==> src/ustx_regs.vh <==
`ifndef USTX_REGS_VH
`define USTX_REGS_VH
// Contract
// Output-mode bits set pin while transmitter off.
// Loop-back routes data and clock internally.
// Mode bits steer line until transmitter starts.
// High-impedance mode leaves first bit undriven.
// Disable finishes current word; break stops unterminated.
// One mark bit precedes first word.
// Clock running and mode set before enable.
// Empty channel, and underrun-or-end channel.
// Synchronous underrun repeats the sync character.
// Asynchronous underrun holds the line at mark.
// Buffer accepts data while transmitter is disabled.
// Disable leaves buffered word and empty flag alone.
// No underrun after disable mid-character.
// Break raises error pulse each character time.
// Software clears underrun before break pulses appear.
// Flags update regardless of channel enables.
// Interrupt channels fire only on flag edges; the error channel also fires on break pulses.
// Sync write zeroes bits beyond word length.
// Short sync word carries its own parity bit.
// Eight-bit sync word gets computed parity.
// Receiver ready follows full without errors.
// Transmitter ready follows empty outside break.
// Empty flag sets on load, clears on write.
// Underrun sets once; read clears after a clock.
// End flag sets after drain, clears on enable.
// Break waits for character, blocks empty flag.

// ===========================================================
// Register addresses on the five address pins.
`define USTX_ADDR_SYNC    5'h13
`define USTX_ADDR_CTRL    5'h14
`define USTX_ADDR_STAT    5'h15
`define USTX_ADDR_DATA    5'h17

// ===========================================================
// Transmitter status register bit positions.
`define USTX_ST_EN        0
`define USTX_ST_LOW       1
`define USTX_ST_HIGH      2
`define USTX_ST_BRK       3
`define USTX_ST_END       4
`define USTX_ST_AUTO      5
`define USTX_ST_UNDER     6
`define USTX_ST_EMPTY     7

// ===========================================================
// Control register fields.
`define USTX_CT_EVEN      1
`define USTX_CT_PAR       2
`define USTX_CT_SYNC      3
`define USTX_CT_WL_LO     5
`define USTX_CT_WL_HI     6

// ===========================================================
// Output modes and constants.
`define USTX_MODE_HIZ     2'h0
`define USTX_MODE_LOW     2'h1
`define USTX_MODE_LOOP    2'h3
`define USTX_FULL_WORD    4'h8
`define USTX_ONE4         4'h1
`define USTX_ZERO8        8'h00
`define USTX_ONES8        8'hff
`define USTX_ONES9        9'h1ff
`define USTX_CTRL_RST     8'h00

// ===========================================================
// Sequencer states.
`define USTX_S_IDLE       3'h0
`define USTX_S_PRE        3'h1
`define USTX_S_SHIFT      3'h2
`define USTX_S_MARK       3'h3
`define USTX_S_BREAK      3'h4
`endif

==> src/ustx_transmitter.v <==
`include "ustx_regs.vh"

module ustx_transmitter (
  input  wire       sys_clk,
  input  wire       rstn,
  input  wire       cs_n,
  input  wire       ds_n,
  input  wire       rw,
  input  wire [4:0] addr,
  input  wire [7:0] data_in,
  output wire [7:0] data_out,
  output wire       data_oe,
  output wire       dtack_n,
  output wire       dtack_oe,
  input  wire       tx_clock_in,
  input  wire       rx_clock_in,
  input  wire       serial_in,
  output wire       serial_out,
  output wire       serial_oe,
  output wire       rcv_data,
  output wire       rcv_clock,
  input  wire       rx_full,
  input  wire       rx_parity_err,
  input  wire       rx_frame_err,
  output wire       rx_ready_pin,
  output wire       tx_ready_pin,
  input  wire       irq_en_normal,
  input  wire       irq_en_error,
  output wire       tx_normal_irq,
  output wire       tx_error_irq,
  output wire       rcv_auto_enable
);

  // ===========================================================
  // Pin synchronisers.
  reg  [1:0] cs_sy_reg;
  reg  [1:0] ds_sy_reg;
  reg  [1:0] rw_sy_reg;
  reg  [4:0] ad1_reg;
  reg  [4:0] ad2_reg;
  reg  [7:0] dt1_reg;
  reg  [7:0] dt2_reg;
  reg  [2:0] tc_sy_reg;
  reg  [1:0] rr_sy_reg;

  // ===========================================================
  // Registers and sequencer state.
  reg        sel_d_reg;
  reg        wr_cyc_reg;
  reg  [4:0] wr_addr_reg;
  reg  [7:0] wr_data_reg;
  reg  [7:0] rd_data_reg;
  reg  [7:0] sync_pattern_reg;
  reg  [7:0] ctrl_reg;
  reg        tx_enable;
  reg  [1:0] mode_reg;
  reg        brk_reg;
  reg        auto_reg;
  reg        end_reg;
  reg        tx_buffer_vacant_flag;
  reg        tx_underrun_flag;
  reg        ue_lock_reg;
  reg        ue_age_reg;
  reg  [7:0] buf_reg;
  reg  [2:0] state_reg;
  reg [10:0] sh_reg;
  reg  [3:0] cnt_reg;
  reg        be_d_reg;
  reg        err_d_reg;
  reg        brk_pulse_reg;
  reg        at_pulse_reg;

  // ===========================================================
  // Bus decode from synchronised strobes.
  wire       sel      = ~cs_sy_reg[1] & ~ds_sy_reg[1];
  wire       cyc_st   = sel & ~sel_d_reg;
  wire       rd_st    = cyc_st & rw_sy_reg[1];
  wire       wr_done  = ~sel & sel_d_reg & wr_cyc_reg;
  wire       wr_sync  = wr_done & (wr_addr_reg == `USTX_ADDR_SYNC);
  wire       wr_ctrl  = wr_done & (wr_addr_reg == `USTX_ADDR_CTRL);
  wire       wr_stat  = wr_done & (wr_addr_reg == `USTX_ADDR_STAT);
  wire       wr_udr   = wr_done & (wr_addr_reg == `USTX_ADDR_DATA);
  wire       rd_stat  = rd_st & (ad2_reg == `USTX_ADDR_STAT);
  wire       tick     = tc_sy_reg[1] & ~tc_sy_reg[2];

  // ===========================================================
  // Frame geometry from the control register.
  wire [1:0] wl_code  = ctrl_reg[`USTX_CT_WL_HI:`USTX_CT_WL_LO];
  wire       par_en   = ctrl_reg[`USTX_CT_PAR];
  wire       sync_fmt = ctrl_reg[`USTX_CT_SYNC];
  wire [3:0] nbits    = `USTX_FULL_WORD - {2'h0, wl_code};
  wire [3:0] dlen     = nbits + {3'h0, par_en};
  wire [7:0] dmask    = `USTX_ONES8 >> wl_code;
  wire [8:0] smask    = `USTX_ONES9 >> ({1'b0, wl_code} + {2'h0, ~par_en});
  wire [7:0] ld_word  = (wr_udr ? wr_data_reg : buf_reg) & dmask;
  wire       ld_par   = (^ld_word) ^ ~ctrl_reg[`USTX_CT_EVEN];
  wire [8:0] dword    = {1'b0, ld_word} | ({8'h00, par_en & ld_par} << nbits);
  wire       s8par    = (^sync_pattern_reg) ^ ~ctrl_reg[`USTX_CT_EVEN];
  wire [8:0] sword    = {(nbits == `USTX_FULL_WORD) & par_en & s8par, sync_pattern_reg};
  wire [10:0] aframe  = ({2'h0, dword} | (11'h001 << dlen)) << 1;

  // Character end in any active state marks a boundary.
  wire       at_end   = tick & ((state_reg == `USTX_S_PRE) || (state_reg == `USTX_S_MARK) ||
                       (((state_reg == `USTX_S_SHIFT) || (state_reg == `USTX_S_BREAK)) &&
                        (cnt_reg == `USTX_ONE4)));
  wire       in_brk   = state_reg == `USTX_S_BREAK;

  // ===========================================================
  // Synchroniser flops for the bus, transmit clock and receiver status pins.
  always @(posedge sys_clk or negedge rstn) begin
    if (!rstn) begin
      cs_sy_reg <= 2'h3;
      ds_sy_reg <= 2'h3;
      rw_sy_reg <= 2'h3;
      ad1_reg   <= 5'h00;
      ad2_reg   <= 5'h00;
      dt1_reg   <= `USTX_ZERO8;
      dt2_reg   <= `USTX_ZERO8;
      tc_sy_reg <= 3'h0;
      rr_sy_reg <= 2'h0;
    end else begin
      cs_sy_reg <= {cs_sy_reg[0], cs_n};
      ds_sy_reg <= {ds_sy_reg[0], ds_n};
      rw_sy_reg <= {rw_sy_reg[0], rw};
      ad1_reg   <= addr;
      ad2_reg   <= ad1_reg;
      dt1_reg   <= data_in;
      dt2_reg   <= dt1_reg;
      tc_sy_reg <= {tc_sy_reg[1:0], tx_clock_in};
      rr_sy_reg <= {rr_sy_reg[0], rx_full & ~rx_parity_err & ~rx_frame_err};
    end
  end

  // ===========================================================
  // Bus cycle tracking and read data capture.
  always @(posedge sys_clk or negedge rstn) begin
    if (!rstn) begin
      sel_d_reg   <= 1'b0;
      wr_cyc_reg  <= 1'b0;
      wr_addr_reg <= 5'h00;
      wr_data_reg <= `USTX_ZERO8;
      rd_data_reg <= `USTX_ZERO8;
    end else begin
      sel_d_reg <= sel;
      if (cyc_st) begin
        wr_cyc_reg <= ~rw_sy_reg[1];
      end else if (!sel) begin
        wr_cyc_reg <= 1'b0;
      end
      // Write data is taken while the strobes are still asserted.
      if (sel) begin
        wr_addr_reg <= ad2_reg;
        wr_data_reg <= dt2_reg;
      end
      if (rd_st) begin
        case (ad2_reg)
          `USTX_ADDR_SYNC: rd_data_reg <= sync_pattern_reg;
          `USTX_ADDR_CTRL: rd_data_reg <= ctrl_reg;
          `USTX_ADDR_STAT: rd_data_reg <= {tx_buffer_vacant_flag, tx_underrun_flag, auto_reg, end_reg,
                                           brk_reg, mode_reg, tx_enable};
          default:         rd_data_reg <= `USTX_ZERO8;
        endcase
      end
    end
  end

  // ===========================================================
  // Control registers, flags and the transmit sequencer.
  always @(posedge sys_clk or negedge rstn) begin
    if (!rstn) begin
      sync_pattern_reg      <= `USTX_ZERO8;
      ctrl_reg              <= `USTX_CTRL_RST;
      tx_enable             <= 1'b0;
      mode_reg              <= `USTX_MODE_HIZ;
      brk_reg               <= 1'b0;
      auto_reg              <= 1'b0;
      end_reg               <= 1'b0;
      tx_buffer_vacant_flag <= 1'b1;
      tx_underrun_flag      <= 1'b0;
      ue_lock_reg           <= 1'b0;
      ue_age_reg            <= 1'b0;
      buf_reg               <= `USTX_ZERO8;
      state_reg             <= `USTX_S_IDLE;
      sh_reg                <= 11'h7ff;
      cnt_reg               <= 4'h0;
      brk_pulse_reg         <= 1'b0;
      at_pulse_reg          <= 1'b0;
    end else begin
      brk_pulse_reg <= 1'b0;
      at_pulse_reg  <= 1'b0;
      if (wr_ctrl) begin
        ctrl_reg <= wr_data_reg;
      end
      if (wr_sync) begin
        sync_pattern_reg <= wr_data_reg & smask[7:0];
      end
      // Status writes: enabling restarts the sequence and clears end.
      if (wr_stat) begin
        tx_enable <= wr_data_reg[`USTX_ST_EN];
        mode_reg  <= {wr_data_reg[`USTX_ST_HIGH], wr_data_reg[`USTX_ST_LOW]};
        auto_reg  <= wr_data_reg[`USTX_ST_AUTO];
        brk_reg   <= wr_data_reg[`USTX_ST_BRK] & tx_enable;
        if (wr_data_reg[`USTX_ST_EN] && !tx_enable) begin
          end_reg <= 1'b0;
        end
        if (!wr_data_reg[`USTX_ST_EN]) begin
          tx_underrun_flag <= 1'b0;
        end
      end
      // Buffer write works whether or not the transmitter is on.
      if (wr_udr) begin
        buf_reg               <= wr_data_reg;
        tx_buffer_vacant_flag <= 1'b0;
        ue_lock_reg           <= 1'b0;
      end
      // Underrun clears on a status read one transmit clock after it set.
      if (tick && tx_underrun_flag) begin
        ue_age_reg <= 1'b1;
      end
      if (rd_stat && ue_age_reg) begin
        tx_underrun_flag <= 1'b0;
        ue_age_reg       <= 1'b0;
      end
      if (tick) begin
        case (state_reg)
          `USTX_S_IDLE: begin
            if (tx_enable) begin
              state_reg <= `USTX_S_PRE;
            end else if (!(wr_stat && wr_data_reg[`USTX_ST_EN])) begin
              end_reg <= 1'b1;
            end
          end
          `USTX_S_SHIFT: begin
            sh_reg  <= {1'b1, sh_reg[10:1]};
            cnt_reg <= cnt_reg - `USTX_ONE4;
          end
          `USTX_S_BREAK: begin
            cnt_reg <= cnt_reg - `USTX_ONE4;
          end
          default: begin
            cnt_reg <= cnt_reg;
          end
        endcase
      end
      // Character boundary: choose what goes out next.
      if (at_end) begin
        if (in_brk && !tx_underrun_flag) begin
          brk_pulse_reg <= 1'b1;
        end
        if (!tx_enable) begin
          state_reg    <= `USTX_S_IDLE;
          end_reg      <= 1'b1;
          at_pulse_reg <= auto_reg;
        end else if (brk_reg && !sync_fmt) begin
          state_reg <= `USTX_S_BREAK;
          cnt_reg   <= dlen + 4'h2;
        end else if (!tx_buffer_vacant_flag || wr_udr) begin
          state_reg             <= `USTX_S_SHIFT;
          tx_buffer_vacant_flag <= 1'b1;
          sh_reg                <= sync_fmt ? {2'h3, dword} : aframe;
          cnt_reg               <= sync_fmt ? dlen : dlen + 4'h2;
        end else begin
          if (!ue_lock_reg) begin
            tx_underrun_flag <= 1'b1;
            ue_lock_reg      <= 1'b1;
            ue_age_reg       <= 1'b0;
          end
          if (sync_fmt) begin
            state_reg <= `USTX_S_SHIFT;
            sh_reg    <= {2'h3, sword};
            cnt_reg   <= dlen;
          end else begin
            state_reg <= `USTX_S_MARK;
          end
        end
      end
    end
  end

  // ===========================================================
  // Interrupt edge detection on the flag outputs.
  always @(posedge sys_clk or negedge rstn) begin
    if (!rstn) begin
      be_d_reg  <= 1'b1;
      err_d_reg <= 1'b0;
    end else begin
      be_d_reg  <= tx_buffer_vacant_flag;
      err_d_reg <= tx_underrun_flag | end_reg;
    end
  end

  // Channels see rising flag edges, and the error channel break pulses, while enabled.
  assign tx_normal_irq   = irq_en_normal & tx_buffer_vacant_flag & ~be_d_reg;
  assign tx_error_irq    = irq_en_error & (((tx_underrun_flag | end_reg) & ~err_d_reg) |
                                           brk_pulse_reg);
  assign rcv_auto_enable = at_pulse_reg;

  // ===========================================================
  // Line driver: idle level follows the output mode.
  wire idle_st = state_reg == `USTX_S_IDLE;
  wire loop    = mode_reg == `USTX_MODE_LOOP;
  assign serial_out = idle_st ? (mode_reg != `USTX_MODE_LOW) :
                      in_brk ? 1'b0 :
                      (state_reg == `USTX_S_SHIFT) ? sh_reg[0] : 1'b1;
  assign serial_oe  = (idle_st || (state_reg == `USTX_S_PRE)) ?
                      (mode_reg != `USTX_MODE_HIZ) : 1'b1;

  // Loop-back bypasses the external receive pins.
  assign rcv_data  = loop ? serial_out : serial_in;
  assign rcv_clock = loop ? tx_clock_in : rx_clock_in;

  // ===========================================================
  // Handshake pins and bus outputs.
  assign rx_ready_pin = rr_sy_reg[1];
  assign tx_ready_pin = tx_buffer_vacant_flag & ~in_brk;
  assign data_out     = rd_data_reg;
  assign data_oe      = sel & sel_d_reg & rw_sy_reg[1];
  assign dtack_n      = ~(sel & sel_d_reg);
  assign dtack_oe     = sel;

endmodule

==> config.mk <==
export PLATFORM = sky130hd
export DESIGN_NAME = ustx_transmitter
export DESIGN_NICKNAME = d
export VERILOG_FILES = /design/src/ustx_transmitter.v
export VERILOG_INCLUDE_DIRS = /design/src
export SDC_FILE = /design/constraint.sdc
export NUM_CORES = 1
export LEC_CHECK = 0
export BUFFER_PORTS_ARGS = -buffer_cell sky130_fd_sc_hd__buf_2
export CAP_MARGIN = 20
export CORE_MARGIN = 10
export CORE_UTILIZATION = 50
export DETAILED_ROUTE_END_ITERATION = 8
export GPL_ROUTABILITY_DRIVEN = 0
export PLACE_DENSITY = 0.69
export SLEW_MARGIN = 20
export SYNTH_ARGS = -nofsm -noshare
export SYNTH_HDL_FRONTEND = slang
export SYNTH_SLANG_ARGS = --single-unit
==> constraint.sdc <==
create_clock -name sys_clk -period 7.3 [get_ports sys_clk]
set_input_delay 0.365 -clock sys_clk [delete_from_list [all_inputs] [get_ports sys_clk]]
set_output_delay 0.365 -clock sys_clk [all_outputs]
set_load 0.05 [all_outputs]
Word level (Yosys, flattened, before mapping)
Cells that the tools add are included.

Add/sub/neg operators: 5. Equal/unequal tests: 16. Shift operators: 4. Muxes and demuxes: 72. Bitwise gates (word level): 47. Reduce and logical (&&, ||, !) cells: 25.

Operators by type and width (count): $mux 11 (8); $mux 1 (48); $eq 5x5->1 const B (7); $mux 4 (8); $and 1x1->1 (25); $pmux 8 s3 (1); $mux 3 (6); $and 8x8->8 (2); $reduce_xor 8->1 (2); $not 1->1 (14); $or 9x10->10 (1); $shl 1x4->10 const A (1); $or 8x9->9 (1); $shl 1x4->9 (1); $shr 9x3->8 const A (1); $mux 8 (1); $reduce_bool 2->1 (4); $shr 8x2->8 const A (1); $logic_and 1x1->1 (7); $eq 3x2->1 const B (2); $logic_or 1x1->1 (5); $add 4x1->4 (1); $add 4x2->4 const B (1); $eq 4x1->1 const B (1); 14 further kinds (20).

Register bits: 116. Logic and storage cells: 202.

Logic depth before layout (Yosys ltp)
Gate-level depths: netlist (run 1).

Depth after elaboration: 19. Mapped depth: 9. Mapped depth without buffers: 9.

Least setup slack after synthesis (run 1)
No wires, ideal clock.

Path kind: flip-flop to output port. Start point: register ds_sy_reg[1]. End point: output data_oe. Arrival: 2795 ps. Setup slack: 4140 ps. Cell stages (with the launch flop): 5. Path buffers: 1. Cell sequence: dfstp_2 nor2_1 clkbuf_1 nand2_1 nor2_1.

Cells in the longest elaborated chain, start to end: 4.

Ends and longest elaborated chain: start: declaration (RTL line ustx_transmitter.v:37) `reg [1:0] ds_sy_reg;`; start signal: assignment (RTL line ustx_transmitter.v:123) `ds_sy_reg <= {ds_sy_reg[0], ds_n};`; $not 1->1 (RTL line ustx_transmitter.v:75) `wire sel = ~cs_sy_reg[1] & ~ds_sy_reg[1];`; $and 1x1->1 (RTL line ustx_transmitter.v:75); named net dtack_oe (RTL line ustx_transmitter.v:14) `output wire dtack_oe,`; $and 1x1->1 (2 in a row) (RTL line ustx_transmitter.v:317) `assign data_oe = sel & sel_d_reg & rw_sy_reg[1];`; end: declaration (RTL line ustx_transmitter.v:12) `output wire data_oe,`.

The timed path passes the listed nets, and every way through them passes these cells.

Final worst setup path (run 1)
Start point: register ds_sy_reg[1]. End point: register sh_reg[6].

Cells in the longest elaborated chain, start to end: 19.

Ends and longest elaborated chain: $not 1->1 * (RTL line ustx_transmitter.v:75); $and 1x1->1 * (RTL line ustx_transmitter.v:75); $not 1->1 * (RTL line ustx_transmitter.v:78) `wire wr_done = ~sel & sel_d_reg & wr_cyc_reg;`; $and 1x1->1 * (2 in a row) (RTL line ustx_transmitter.v:78); $and 1x1->1 * (RTL line ustx_transmitter.v:82) `` wire wr_udr = wr_done & (wr_addr_reg == `USTX_ADDR_DATA); ``; $mux 8; $and 8x8->8 (RTL line ustx_transmitter.v:95) `wire [7:0] ld_word = (wr_udr ? wr_data_reg : buf_reg) & dmask;`; $reduce_xor 8->1 (RTL line ustx_transmitter.v:96) `` wire ld_par = (^ld_word) ^ ~ctrl_reg[`USTX_CT_EVEN]; ``; [2 not listed]; $shl 1x4->9 (RTL line ustx_transmitter.v:97) `wire [8:0] dword = {1'b0, ld_word} | ({8'h00, par_en & ld_par} << nbits);`; $or 8x9->9 (RTL line ustx_transmitter.v:97); $or 9x10->10 (RTL line ustx_transmitter.v:100) `wire [10:0] aframe = ({2'h0, dword} | (11'h001 << dlen)) << 1;`; $mux 11 (RTL line ustx_transmitter.v:260) `sh_reg <= sync_fmt ? {2'h3, dword} : aframe;`; $mux 11 * (RTL line ustx_transmitter.v:257) `end else if (!tx_buffer_vacant_flag || wr_udr) begin`; $mux 11 * (RTL line ustx_transmitter.v:254) `end else if (brk_reg && !sync_fmt) begin`; $mux 11 * (RTL line ustx_transmitter.v:250) `if (!tx_enable) begin`; $mux 11 * (RTL line ustx_transmitter.v:246) `if (at_end) begin`; end signal: assignment (RTL line ustx_transmitter.v:234) `sh_reg <= {1'b1, sh_reg[10:1]};`; end signal: assignment (RTL line ustx_transmitter.v:260); end signal: assignment (RTL line ustx_transmitter.v:270) `sh_reg <= {2'h3, sword};`; end: declaration (RTL line ustx_transmitter.v:66) `reg [10:0] sh_reg;`.

Mark *: on every way between the ends. The rest lies on a longest branch, timed or not. A chain may end at the register's enable or synchronous reset.

==> results of run 1 <==
layout by cell type, fill, tap and decap left out, types with 7 or more instances in the layout:
master	instances
clkbuf_16	16
dfstp_2	19
inv_1	16
a21oi_1	22
nor3_1	10
mux2_2	29
nor2b_1	8
mux2i_1	15
a22oi_1	9
ha_1	10
nand2b_1	7
nand2_1	70
xnor2_1	17
buf_2	44
dlygate4sd3_1	20
dfrtp_1	97
o21ai_0	31
nand3_1	14
nor2_1	32
cell families after synthesis:
family                     share of synthesized area, %
AOI/OAI and AO/OA                                  10.8
xor gates and xnor gates                           5.43
adders and majority gates                          2.66
buffers and inverters                              2.77
DFF                                                53.6
muxes                                              8.73
and+or+nand+nor                                    16.0
power groups by stage:
| stage | Combinational (W) | Sequential (W) | Clock (W) |
|---|---|---|---|
| 2_1_floorplan | 0.000108 | 0.000747 | 0 |
| 6_report | 0.000191 | 0.000727 | 0.000797 |
| 5_1_grt | 0.000207 | 0.000731 | 0.000843 |
| 4_1_cts | 0.000193 | 0.000725 | 0.000803 |
| 3_5_place_dp | 0.000184 | 0.000736 | 0 |
| 3_3_place_gp | 0.000179 | 0.000733 | 0 |
what timing repair did:
item / 4_1_cts / 5_1_grt
hold endpoints to repair: 59 / 0
setup buffers: 0 / 0
hold buffers: 20 / 0
metal layers:
metal / GRT usage, % / vias up
li1: - / 1927
met1: 21.8 / 2012
met2: 28.5 / 139
met3: 5.06 / 29
met4: 8.36 / 0
met5: 0 / -
path summary, 6_finish.rpt:
path | start | to | depth (start not counted)
setup / recovery | ds_sy_reg[1] | sh_reg[6] | 7
hold / removal | dt1_reg[7] | dt2_reg[7] | 0
setup reg to reg | ds_sy_reg[1] | sh_reg[6] | 7
hold reg to reg | dt1_reg[7] | dt2_reg[7] | 0
max in group asynchronous | rstn | tx_enable | 3
min in group asynchronous | rstn | dt1_reg[1] | 2
layout make-up:
| class | count | area share, % |
|---|---|---|
| antenna | 1 | 0.0379 |
| clock buffer | 18 | 6.49 |
| clock inverter | 14 | 2.14 |
| inverter | 17 | 0.967 |
| multi-input combinational | 352 | 36.3 |
| sequential | 116 | 44.4 |
| tap | 140 | 2.66 |
| timing repair buffer | 70 | 7.05 |
through the flow:
stage	instances	total power, W	hold slack (ns)	setup WS (ns)	cell area, um^2
6_report	728	0.00171	0.347	4.48	6600
5_1_grt	728	0.00178	0.354	4.26	6600
4_1_cts	727	0.00172	0.349	4.50	6600
3_5_place_dp	675	0.000920	0.335	4.53	5830
3_3_place_gp	675	0.000912	0.332	4.62	5830
2_1_floorplan	508	0.000854	0.0694	4.14	5460
worst register-to-register path, stage by stage (launching register included):
cell and delay, ns:
dfstp_2 0.58, o2111ai_2 0.23, nor2_2 0.51, mux2i_1 0.39, xnor3_1 0.39, nor4b_2 0.29
nor4_1 0.09, o31ai_1 0.25
==> impl_metrics.env, run 1 <==
export IMPL_status="complete, no violations"
export IMPL_h_tree_depth=4
export IMPL_worstMarginPinSlew_ns=1.03
export IMPL_cts_root_buf="clkbuf_8"
export IMPL_antenna_found_initial=1
export IMPL_reg2reg_slack_ns=4.48
export IMPL_synth_most_common_cell="dfrtp_1"
export IMPL_dr_wl_met2_um=6560
export IMPL_final_core_util_pct=61.4
export IMPL_synth_avg_cell_area_um2=10.7
export IMPL_cts_resized=0
export IMPL_slew_headroom_pct=30.2
export IMPL_switchingPower_w=0.000480
export IMPL_max_clock_path_buffers=2
export IMPL_synthArstFlopShare_pct=100
export IMPL_critPathMaxStageDelay_ns=0.58
export IMPL_largest_reg_flops=11
export IMPL_layout_drive_gt1_share_pct=23.9
export IMPL_drt_iter0_drc=386
export IMPL_crit_buf_inv=0
export IMPL_slew_violations=0
export IMPL_power_density_nw_per_um2=260
export IMPL_hold_viol=0
export IMPL_grt_overflow=0
export IMPL_cts_sinks=116
export IMPL_ys_seq_elements=116
export IMPL_area_delta_synth_final_pct=20.8
export IMPL_fin_nets=611
export IMPL_drt_wl_total_um=13300
export IMPL_cpLargestDelayFamily="simple AND/OR/NAND/NOR gates"
export IMPL_multi_input_area_um2=2390
export IMPL_crit_path_max_fanout=10
export IMPL_grt_max_degree=62
export IMPL_vdd_ir_drop_worst_uv=161
export IMPL_drtAntennaViolNets=0
export IMPL_synthDominantCellAreaShare_pct=44.5
export IMPL_core_area_um2=10700
export IMPL_combinationalPowerShare_pct=11.1
export IMPL_wl_met1_um=5650
export IMPL_portBuffers=45
export IMPL_yosysWarningCount=0
export IMPL_ys_top_cells_by_count="dfrtp_1, nand2_1, nor2_1, o21ai_0, mux2_2"
export IMPL_synth_area_top_cells="dfrtp_1, dfstp_2, mux2_2"
export IMPL_p_int_w=0.00123
export IMPL_synth_ff_type="dfrtp_1"
export IMPL_insertion_delay_ns=0.53
export IMPL_period_minus_slack_ns=2.82
export IMPL_drc_errors=0
export IMPL_clkTransAtPathRegs_ns=0.06
export IMPL_hp_class="register to register"
export IMPL_ios=46
export IMPL_crit_slowest_cell="dfstp_2"
export IMPL_syn_inst=508
export IMPL_yosys_cell_types_count=58
export IMPL_regArea_um2=2930
export IMPL_switching_share_pct=28.0
export IMPL_power_leakage_nw=2.98
export IMPL_grt_pass1_wl_um=22600
export IMPL_worstSetupEndpointType="register"
export IMPL_period_share_pct=38.6
export IMPL_grt_pass1_vias=4351
export IMPL_highest_layer="met4"
export IMPL_dr_wl_met3_um=751
export IMPL_power_frac_clock_pct=46.5
export IMPL_num_vias=4107
export IMPL_yosysTopAreaCell="dfrtp_1"
export IMPL_max_cap_viol_count=0
export IMPL_fin_worst_skew_ns=0.0115
export IMPL_tns_ns=0
export IMPL_setup_viol=0
export IMPL_fillers=900
export IMPL_synth_area_um2=5460
export IMPL_synth_edf_count=0
export IMPL_crit_chain="o2111ai_2 > nor2_2 > mux2i_1 > xnor3_1 > nor4b_2 > nor4_1 > o31ai_1"
export IMPL_yosysSeqAreaShare_pct=53.6
export IMPL_wl_per_cell_um=18.3
export IMPL_die_h_um=125
export IMPL_grt_total_usage_pct=17.8
export IMPL_core_rowCount=38
export IMPL_worstSetupPathType="register to register"
export IMPL_die_w_um=125
export IMPL_initial_core_util_pct=50.8
export IMPL_worstPathRequired_ns=7.73
export IMPL_tritoncts_num_buffers=17
export IMPL_arrival_ns=3.25
export IMPL_rsz0062_at_grt="no"
export IMPL_syn_num_nets=545
export IMPL_clock_fmax_mhz=355
export IMPL_seq_power_share_pct=42.4
export IMPL_hpwlAfterDp_um=9280
export IMPL_drtPass1Iterations=5
export IMPL_die_area_um2=15500
export IMPL_cp_start_kind="register"
export IMPL_vias_per_cell=5.64
export IMPL_cts_tree="done"
No activity file was read; power rests on OpenSTA's default activity.
==> run 2: changes to the inputs <==
PLACE_DENSITY = 0.71   (was 0.69)
clock period = 2.34 ns   (was 7.3 ns; I/O delays follow)
==> impl_metrics.env, run 2 (synthesis results as in run 1) <==
export IMPL_clkTransAtPathRegs_ns=0.06
export IMPL_drt_wl_total_um=14200
export IMPL_hp_class="input port to asynchronous set/reset pin"
export IMPL_crit_chain="o2111ai_4 > or4_4 > nand4b_4 > xnor3_1 > nor4b_4 > nor4_1 > o31ai_1"
export IMPL_antenna_found_initial=0
export IMPL_cpLargestDelayFamily="simple AND/OR/NAND/NOR gates"
export IMPL_die_w_um=125
export IMPL_max_cap_viol_count=0
export IMPL_h_tree_depth=4
export IMPL_worstSetupPathType="register to register"
export IMPL_cts_root_buf="clkbuf_8"
export IMPL_tns_ns=-0.0625
export IMPL_switching_share_pct=27.8
export IMPL_wl_met1_um=5900
export IMPL_highest_layer="met4"
export IMPL_grt_max_degree=43
export IMPL_num_vias=4320
export IMPL_fin_nets=657
export IMPL_drtPass1Iterations=5
export IMPL_p_int_w=0.00393
export IMPL_dr_wl_met2_um=7310
export IMPL_hold_viol=0
export IMPL_slew_headroom_pct=52.6
export IMPL_drc_errors=0
export IMPL_clock_fmax_mhz=421
export IMPL_largest_reg_flops=11
export IMPL_die_area_um2=15500
export IMPL_power_leakage_nw=3.22
export IMPL_hpwlAfterDp_um=9780
export IMPL_insertion_delay_ns=0.52
export IMPL_antenna_cells=0
export IMPL_core_rowCount=38
export IMPL_die_h_um=125
export IMPL_setup_viol=2
export IMPL_arrival_ns=2.80
export IMPL_mostFrequentLayoutCells="dfrtp_1, nand2_1, buf_4, buf_2, nor2_1"
export IMPL_switchingPower_w=0.00152
export IMPL_fillers=822
export IMPL_ios=46
export IMPL_placed_area_um2=6160
export IMPL_grt_overflow=0
export IMPL_vias_per_cell=5.59
export IMPL_period_share_pct=101
export IMPL_dr_wl_met3_um=694
export IMPL_violations="setup timing"
export IMPL_cp_start_kind="register"
export IMPL_critPathMaxStageDelay_ns=0.57
export IMPL_core_area_um2=10700
export IMPL_power_frac_clock_pct=45.2
export IMPL_initial_core_util_pct=50.8
export IMPL_rsz0062_at_grt="yes"
export IMPL_power_density_nw_per_um2=771
export IMPL_worstSetupEndpointType="register"
export IMPL_cts_tree="done"
export IMPL_grt_total_usage_pct=18.5
export IMPL_drt_iter0_drc=378
export IMPL_seq_power_share_pct=40.9
export IMPL_cp_num_cells=7
export IMPL_crit_buf_inv=0
export IMPL_portBuffers=45
export IMPL_status="finished, violations left"
export IMPL_cts_sinks=116
export IMPL_crit_slowest_cell="or4_4"
export IMPL_combinationalPowerShare_pct=13.9
export IMPL_layout_drive_gt1_share_pct=31.8
export IMPL_crit_path_max_fanout=3
export IMPL_area_delta_synth_final_pct=29.4
export IMPL_rr_worst_depth=7
export IMPL_timing_final_ws_setup_ns=-0.0328
export IMPL_max_clock_path_buffers=2
export IMPL_fin_worst_skew_ns=0.0115
export IMPL_slew_violations=0
export IMPL_drtAntennaViolNets=0
export IMPL_tritoncts_num_buffers=17
export IMPL_worstPathRequired_ns=2.76
export IMPL_multi_input_area_um2=2510
export IMPL_worstMarginPinSlew_ns=0.709
export IMPL_final_common_cell="dfrtp_1"
export IMPL_grt_pass1_vias=4673
export IMPL_regArea_um2=2930
export IMPL_wl_per_cell_um=18.4
export IMPL_grt_pass1_wl_um=23500
export IMPL_period_minus_slack_ns=2.37
export IMPL_vdd_ir_drop_worst_uv=662
export IMPL_fin_area_um2=7060
[run 2: metrics by stage]
step / util, % / total power (W) / hold WS, ns / setup WS, ns / cells
6_report: 65.7 / 0.00545 / 0.0527 / -0.0328 / 773
2_1_floorplan: - / 0.00267 / -0.179 / 0.00291 / 508
3_5_place_dp: 57.3 / 0.00294 / 0.0432 / -0.0427 / 716
5_1_grt: 65.7 / 0.00564 / 0.0564 / -0.136 / 773
3_3_place_gp: 57.3 / 0.00292 / 0.0426 / -0.0300 / 716
4_1_cts: 65.0 / 0.00543 / 0.0423 / -0.0244 / 772
[run 2: area by class of cell]
cell class | instances | area share [%]
inverters | 17 | 0.903
clock inverters | 13 | 1.75
repair buffers | 116 | 11.7
multi-input cells | 352 | 35.5
well taps | 140 | 2.48
flip-flops and latches | 116 | 41.4
clock buffers | 19 | 6.25
[run 2: per-layer routing]
metal | GRT usage (%) | vias to the layer above
met4 | 7.61 | 0
met5 | 0 | -
met2 | 31.6 | 136
met3 | 4.60 | 31
met1 | 21.6 | 2136
li1 | - | 2017
[run 2: path summary, 6_finish.rpt]
kind / from / to / slack (ns)
max in group asynchronous: rstn / sh_reg[4] / 1.59
max reg2reg: cs_sy_reg[1] / sh_reg[6] / -0.03
min in group sys_clk: data_in[0] / dt1_reg[0] / 0.24
min reg2reg: tc_sy_reg[0] / tc_sy_reg[1] / 0.34
min: rstn / dt1_reg[1] / 0.05
max: cs_sy_reg[1] / sh_reg[6] / -0.03
[run 2: repair_timing]
action                                  in CTS  in global routing
endpoints found under the setup margin       4                  6
hold endpoints to repair                   121                  0
hold buffers                                20                  0
pin swaps                                    7                  8
gates resized for setup                      7                 14
buffers inserted                             4                  1
[run 2: power by group through the flow]
stage	Clock [W]	Sequential [W]	Combinational, W
CTS	0.00248	0.00222	0.000725
detailed placement	0	0.00226	0.000685
finish	0.00246	0.00223	0.000757
floorplan	0	0.00233	0.000335
global placement	0	0.00225	0.000671
global route	0.00258	0.00224	0.000813
==> run 3: changes to the inputs <==
ABC_AREA = 1   (was default)
HOLD_SLACK_MARGIN = 0.02   (was default)
==> impl_metrics.env, run 3 <==
export IMPL_status="finished, violations left"
export IMPL_violations="setup timing"
export IMPL_worstSetupEndpointType="register"
export IMPL_fin_nets=732
export IMPL_power_leakage_nw=3.17
export IMPL_die_h_um=124
export IMPL_num_vias=4580
export IMPL_setup_viol=3
export IMPL_slew_violations=0
export IMPL_syn_inst=592
export IMPL_seq_power_share_pct=43.3
export IMPL_whs_ns=0.136
export IMPL_synthDominantCellAreaShare_pct=45.0
export IMPL_clock_fmax_mhz=423
export IMPL_portBuffers=45
export IMPL_drt_wl_total_um=13800
export IMPL_power_density_nw_per_um2=738
export IMPL_synth_area_top_cells="dfrtp_1, dfstp_2, nand2_1"
export IMPL_slew_headroom_pct=59.6
export IMPL_p_int_w=0.00371
export IMPL_drc_errors=0
export IMPL_combinationalPowerShare_pct=9.4
export IMPL_power_frac_clock_pct=47.3
export IMPL_die_area_um2=15300
export IMPL_worstPathRequired_ns=2.78
export IMPL_synth_most_common_cell="nand2_1"
export IMPL_hp_class="input port to asynchronous set/reset pin"
export IMPL_hold_viol=0
export IMPL_period_share_pct=101
export IMPL_area_delta_synth_final_pct=26.7
export IMPL_crit_path_max_fanout=5
export IMPL_core_rowCount=37
export IMPL_yosysTopAreaCell="dfrtp_1"
export IMPL_grt_overflow=0
export IMPL_hpwlAfterDp_um=9720
export IMPL_fillers=832
export IMPL_grt_pass1_wl_um=22300
export IMPL_synth_edf_count=0
export IMPL_synthArstFlopShare_pct=100
export IMPL_initial_core_util_pct=51.8
export IMPL_cp_start_kind="register"
export IMPL_arrival_ns=2.80
export IMPL_power_w=0.00505
export IMPL_layout_drive_gt1_share_pct=23.7
export IMPL_ys_seq_elements=116
export IMPL_multi_input_area_um2=2220
export IMPL_period_minus_slack_ns=2.36
export IMPL_cts_sinks=116
export IMPL_ys_top_cells_by_count="nand2_1, dfrtp_1, inv_1, o21ai_0, nor2_1"
export IMPL_syn_num_nets=629
export IMPL_worstMarginPinSlew_ns=0.606
export IMPL_switching_share_pct=26.4
export IMPL_grt_max_degree=53
export IMPL_rsz0062_at_grt="yes"
export IMPL_largest_reg_flops=11
export IMPL_synth_avg_cell_area_um2=9.12
export IMPL_antenna_found_initial=0
export IMPL_regArea_um2=2930
export IMPL_cts_tree="done"
export IMPL_grt_total_usage_pct=18.7
export IMPL_cts_root_buf="clkbuf_8"
export IMPL_drt_iter0_drc=358
export IMPL_placed_area_um2=5930
export IMPL_synth_ff_type="dfrtp_1"
export IMPL_drtAntennaViolNets=0
export IMPL_core_area_um2=10400
export IMPL_vdd_ir_drop_worst_uv=751
export IMPL_synth_area_um2=5400
export IMPL_tritoncts_num_buffers=17
export IMPL_vias_per_cell=5.43
export IMPL_worstSetupPathType="register to register"
export IMPL_max_cap_viol_count=0
export IMPL_yosysSeqAreaShare_pct=54.2
export IMPL_max_clock_path_buffers=2
export IMPL_mostFrequentLayoutCells="nand2_1, dfrtp_1, inv_1, o21ai_0, buf_2"
export IMPL_final_common_cell="nand2_1"
export IMPL_yosys_cell_types_count=54
export IMPL_antenna_cells=0
export IMPL_h_tree_depth=4
export IMPL_clkTransAtPathRegs_ns=0.06
export IMPL_grt_pass1_vias=4467
export IMPL_ios=46
export IMPL_wl_per_cell_um=16.3
export IMPL_drtPass1Iterations=5
export IMPL_insertion_delay_ns=0.52
export IMPL_switchingPower_w=0.00133
export IMPL_fin_area_um2=6840
export IMPL_fin_worst_skew_ns=0.0103
export IMPL_yosysWarningCount=0
export IMPL_die_w_um=124
export IMPL_timing_final_ws_setup_ns=-0.0239
[run 3: changes by cell type in the layout (fill, tap and decap cells not counted), moves of 9 or more]
cell | previous run | this run
mux2i_1 | 13 | 4
mux2_2 | 29 | 3
o21ai_0 | 29 | 62
nand2_1 | 70 | 125
nand3_1 | 14 | 24
nand4_1 | 3 | 14
nand2_2 | 0 | 12
buf_4 | 50 | 24
inv_1 | 16 | 75
[run 3: path summary, 6_finish.rpt]
path	slack, ns	to	startpoint	cells past startpoint
max	-0.02	sh_reg[9]	ds_sy_reg[1]	17
min	0.14	tc_sy_reg[1]	rstn	2
max reg2reg	-0.02	sh_reg[9]	ds_sy_reg[1]	17
min reg2reg	0.35	dt2_reg[0]	dt1_reg[0]	0
max in group asynchronous	1.43	sh_reg[9]	rstn	3
min in group sys_clk	0.23	dt1_reg[1]	data_in[1]	2
[run 3: through the flow]
| stage | cells | TNS [ns] | utilization (%) | setup WS (ns) |
|---|---|---|---|---|
| floorplan | 592 | 0 | - | 0.252 |
| global placement | 785 | 0 | 56.9 | 0.0426 |
| detailed placement | 785 | 0 | 56.9 | 0.0173 |
| CTS | 840 | -0.0139 | 64.5 | -0.0139 |
| global route | 844 | -1.02 | 65.6 | -0.201 |
| finish | 844 | -0.0474 | 65.6 | -0.0239 |
[run 3: power groups by stage]
stage | clock (W) | combinational [W] | sequential [W]
2_1_floorplan | 0 | 0.000274 | 0.00219
3_3_place_gp | 0 | 0.000421 | 0.00221
3_5_place_dp | 0 | 0.000429 | 0.00221
4_1_cts | 0.00243 | 0.000460 | 0.00218
5_1_grt | 0.00252 | 0.000529 | 0.00220
6_report | 0.00239 | 0.000474 | 0.00219
[run 3: worst max-delay path, cell delays in order, from the launching register on]
cell,delay [ns]
dfstp_2,0.52
nor2_2,0.05
nor2_4,0.18
buf_6,0.14
nand3_2,0.14
nand2_1,0.13
nand2_1,0.06
nand2_1,0.09
nand3_1,0.11
nand2_1,0.10
nand2_2,0.07
nand3_2,0.10
nand2_2,0.07
nor2_4,0.10
nand4_1,0.14
nand2_1,0.09
nand2_1,0.06
a22oi_2,0.12
[run 3: cell families after synthesis]
kind of cell,share of synthesized area (%)
mux,1.37
fa+ha+maj,2.69
buf+inv,6.42
simple gates,19.5
compound gates,13.8
xor+xnor,1.95
flops,54.2
[run 3: metal layers]
| layer | share of wire [%] | wire length [um] | up-vias | GRT usage [%] |
|---|---|---|---|---|
| met5 | 0 | 0 | - | 0 |
| met4 | 2.8 | 381 | 0 | 8.63 |
| met3 | 6.1 | 834 | 34 | 5.43 |
| met2 | 49 | 6740 | 158 | 30.1 |
| met1 | 42 | 5800 | 2211 | 22.7 |
| li1 | - | - | 2177 | - |
[run 3: repair_timing]
action                     4_1_cts  5_1_grt
resized for setup                2       17
setup endpoints to repair        5        9
cloned                           1        2
hold buffers                    20        0
pin swaps                        3        5
setup buffers                    2        2
hold endpoints to repair        61        0
[run 3: cell type report]
| type | count | area share [%] |
|---|---|---|
| flip-flops and latches | 116 | 42.8 |
| multi-input cells | 390 | 32.5 |
| repair buffers | 92 | 9.70 |
| clock buffers | 19 | 6.31 |
| inverters | 78 | 4.34 |
| well taps | 136 | 2.49 |
| clock inverters | 13 | 1.83 |
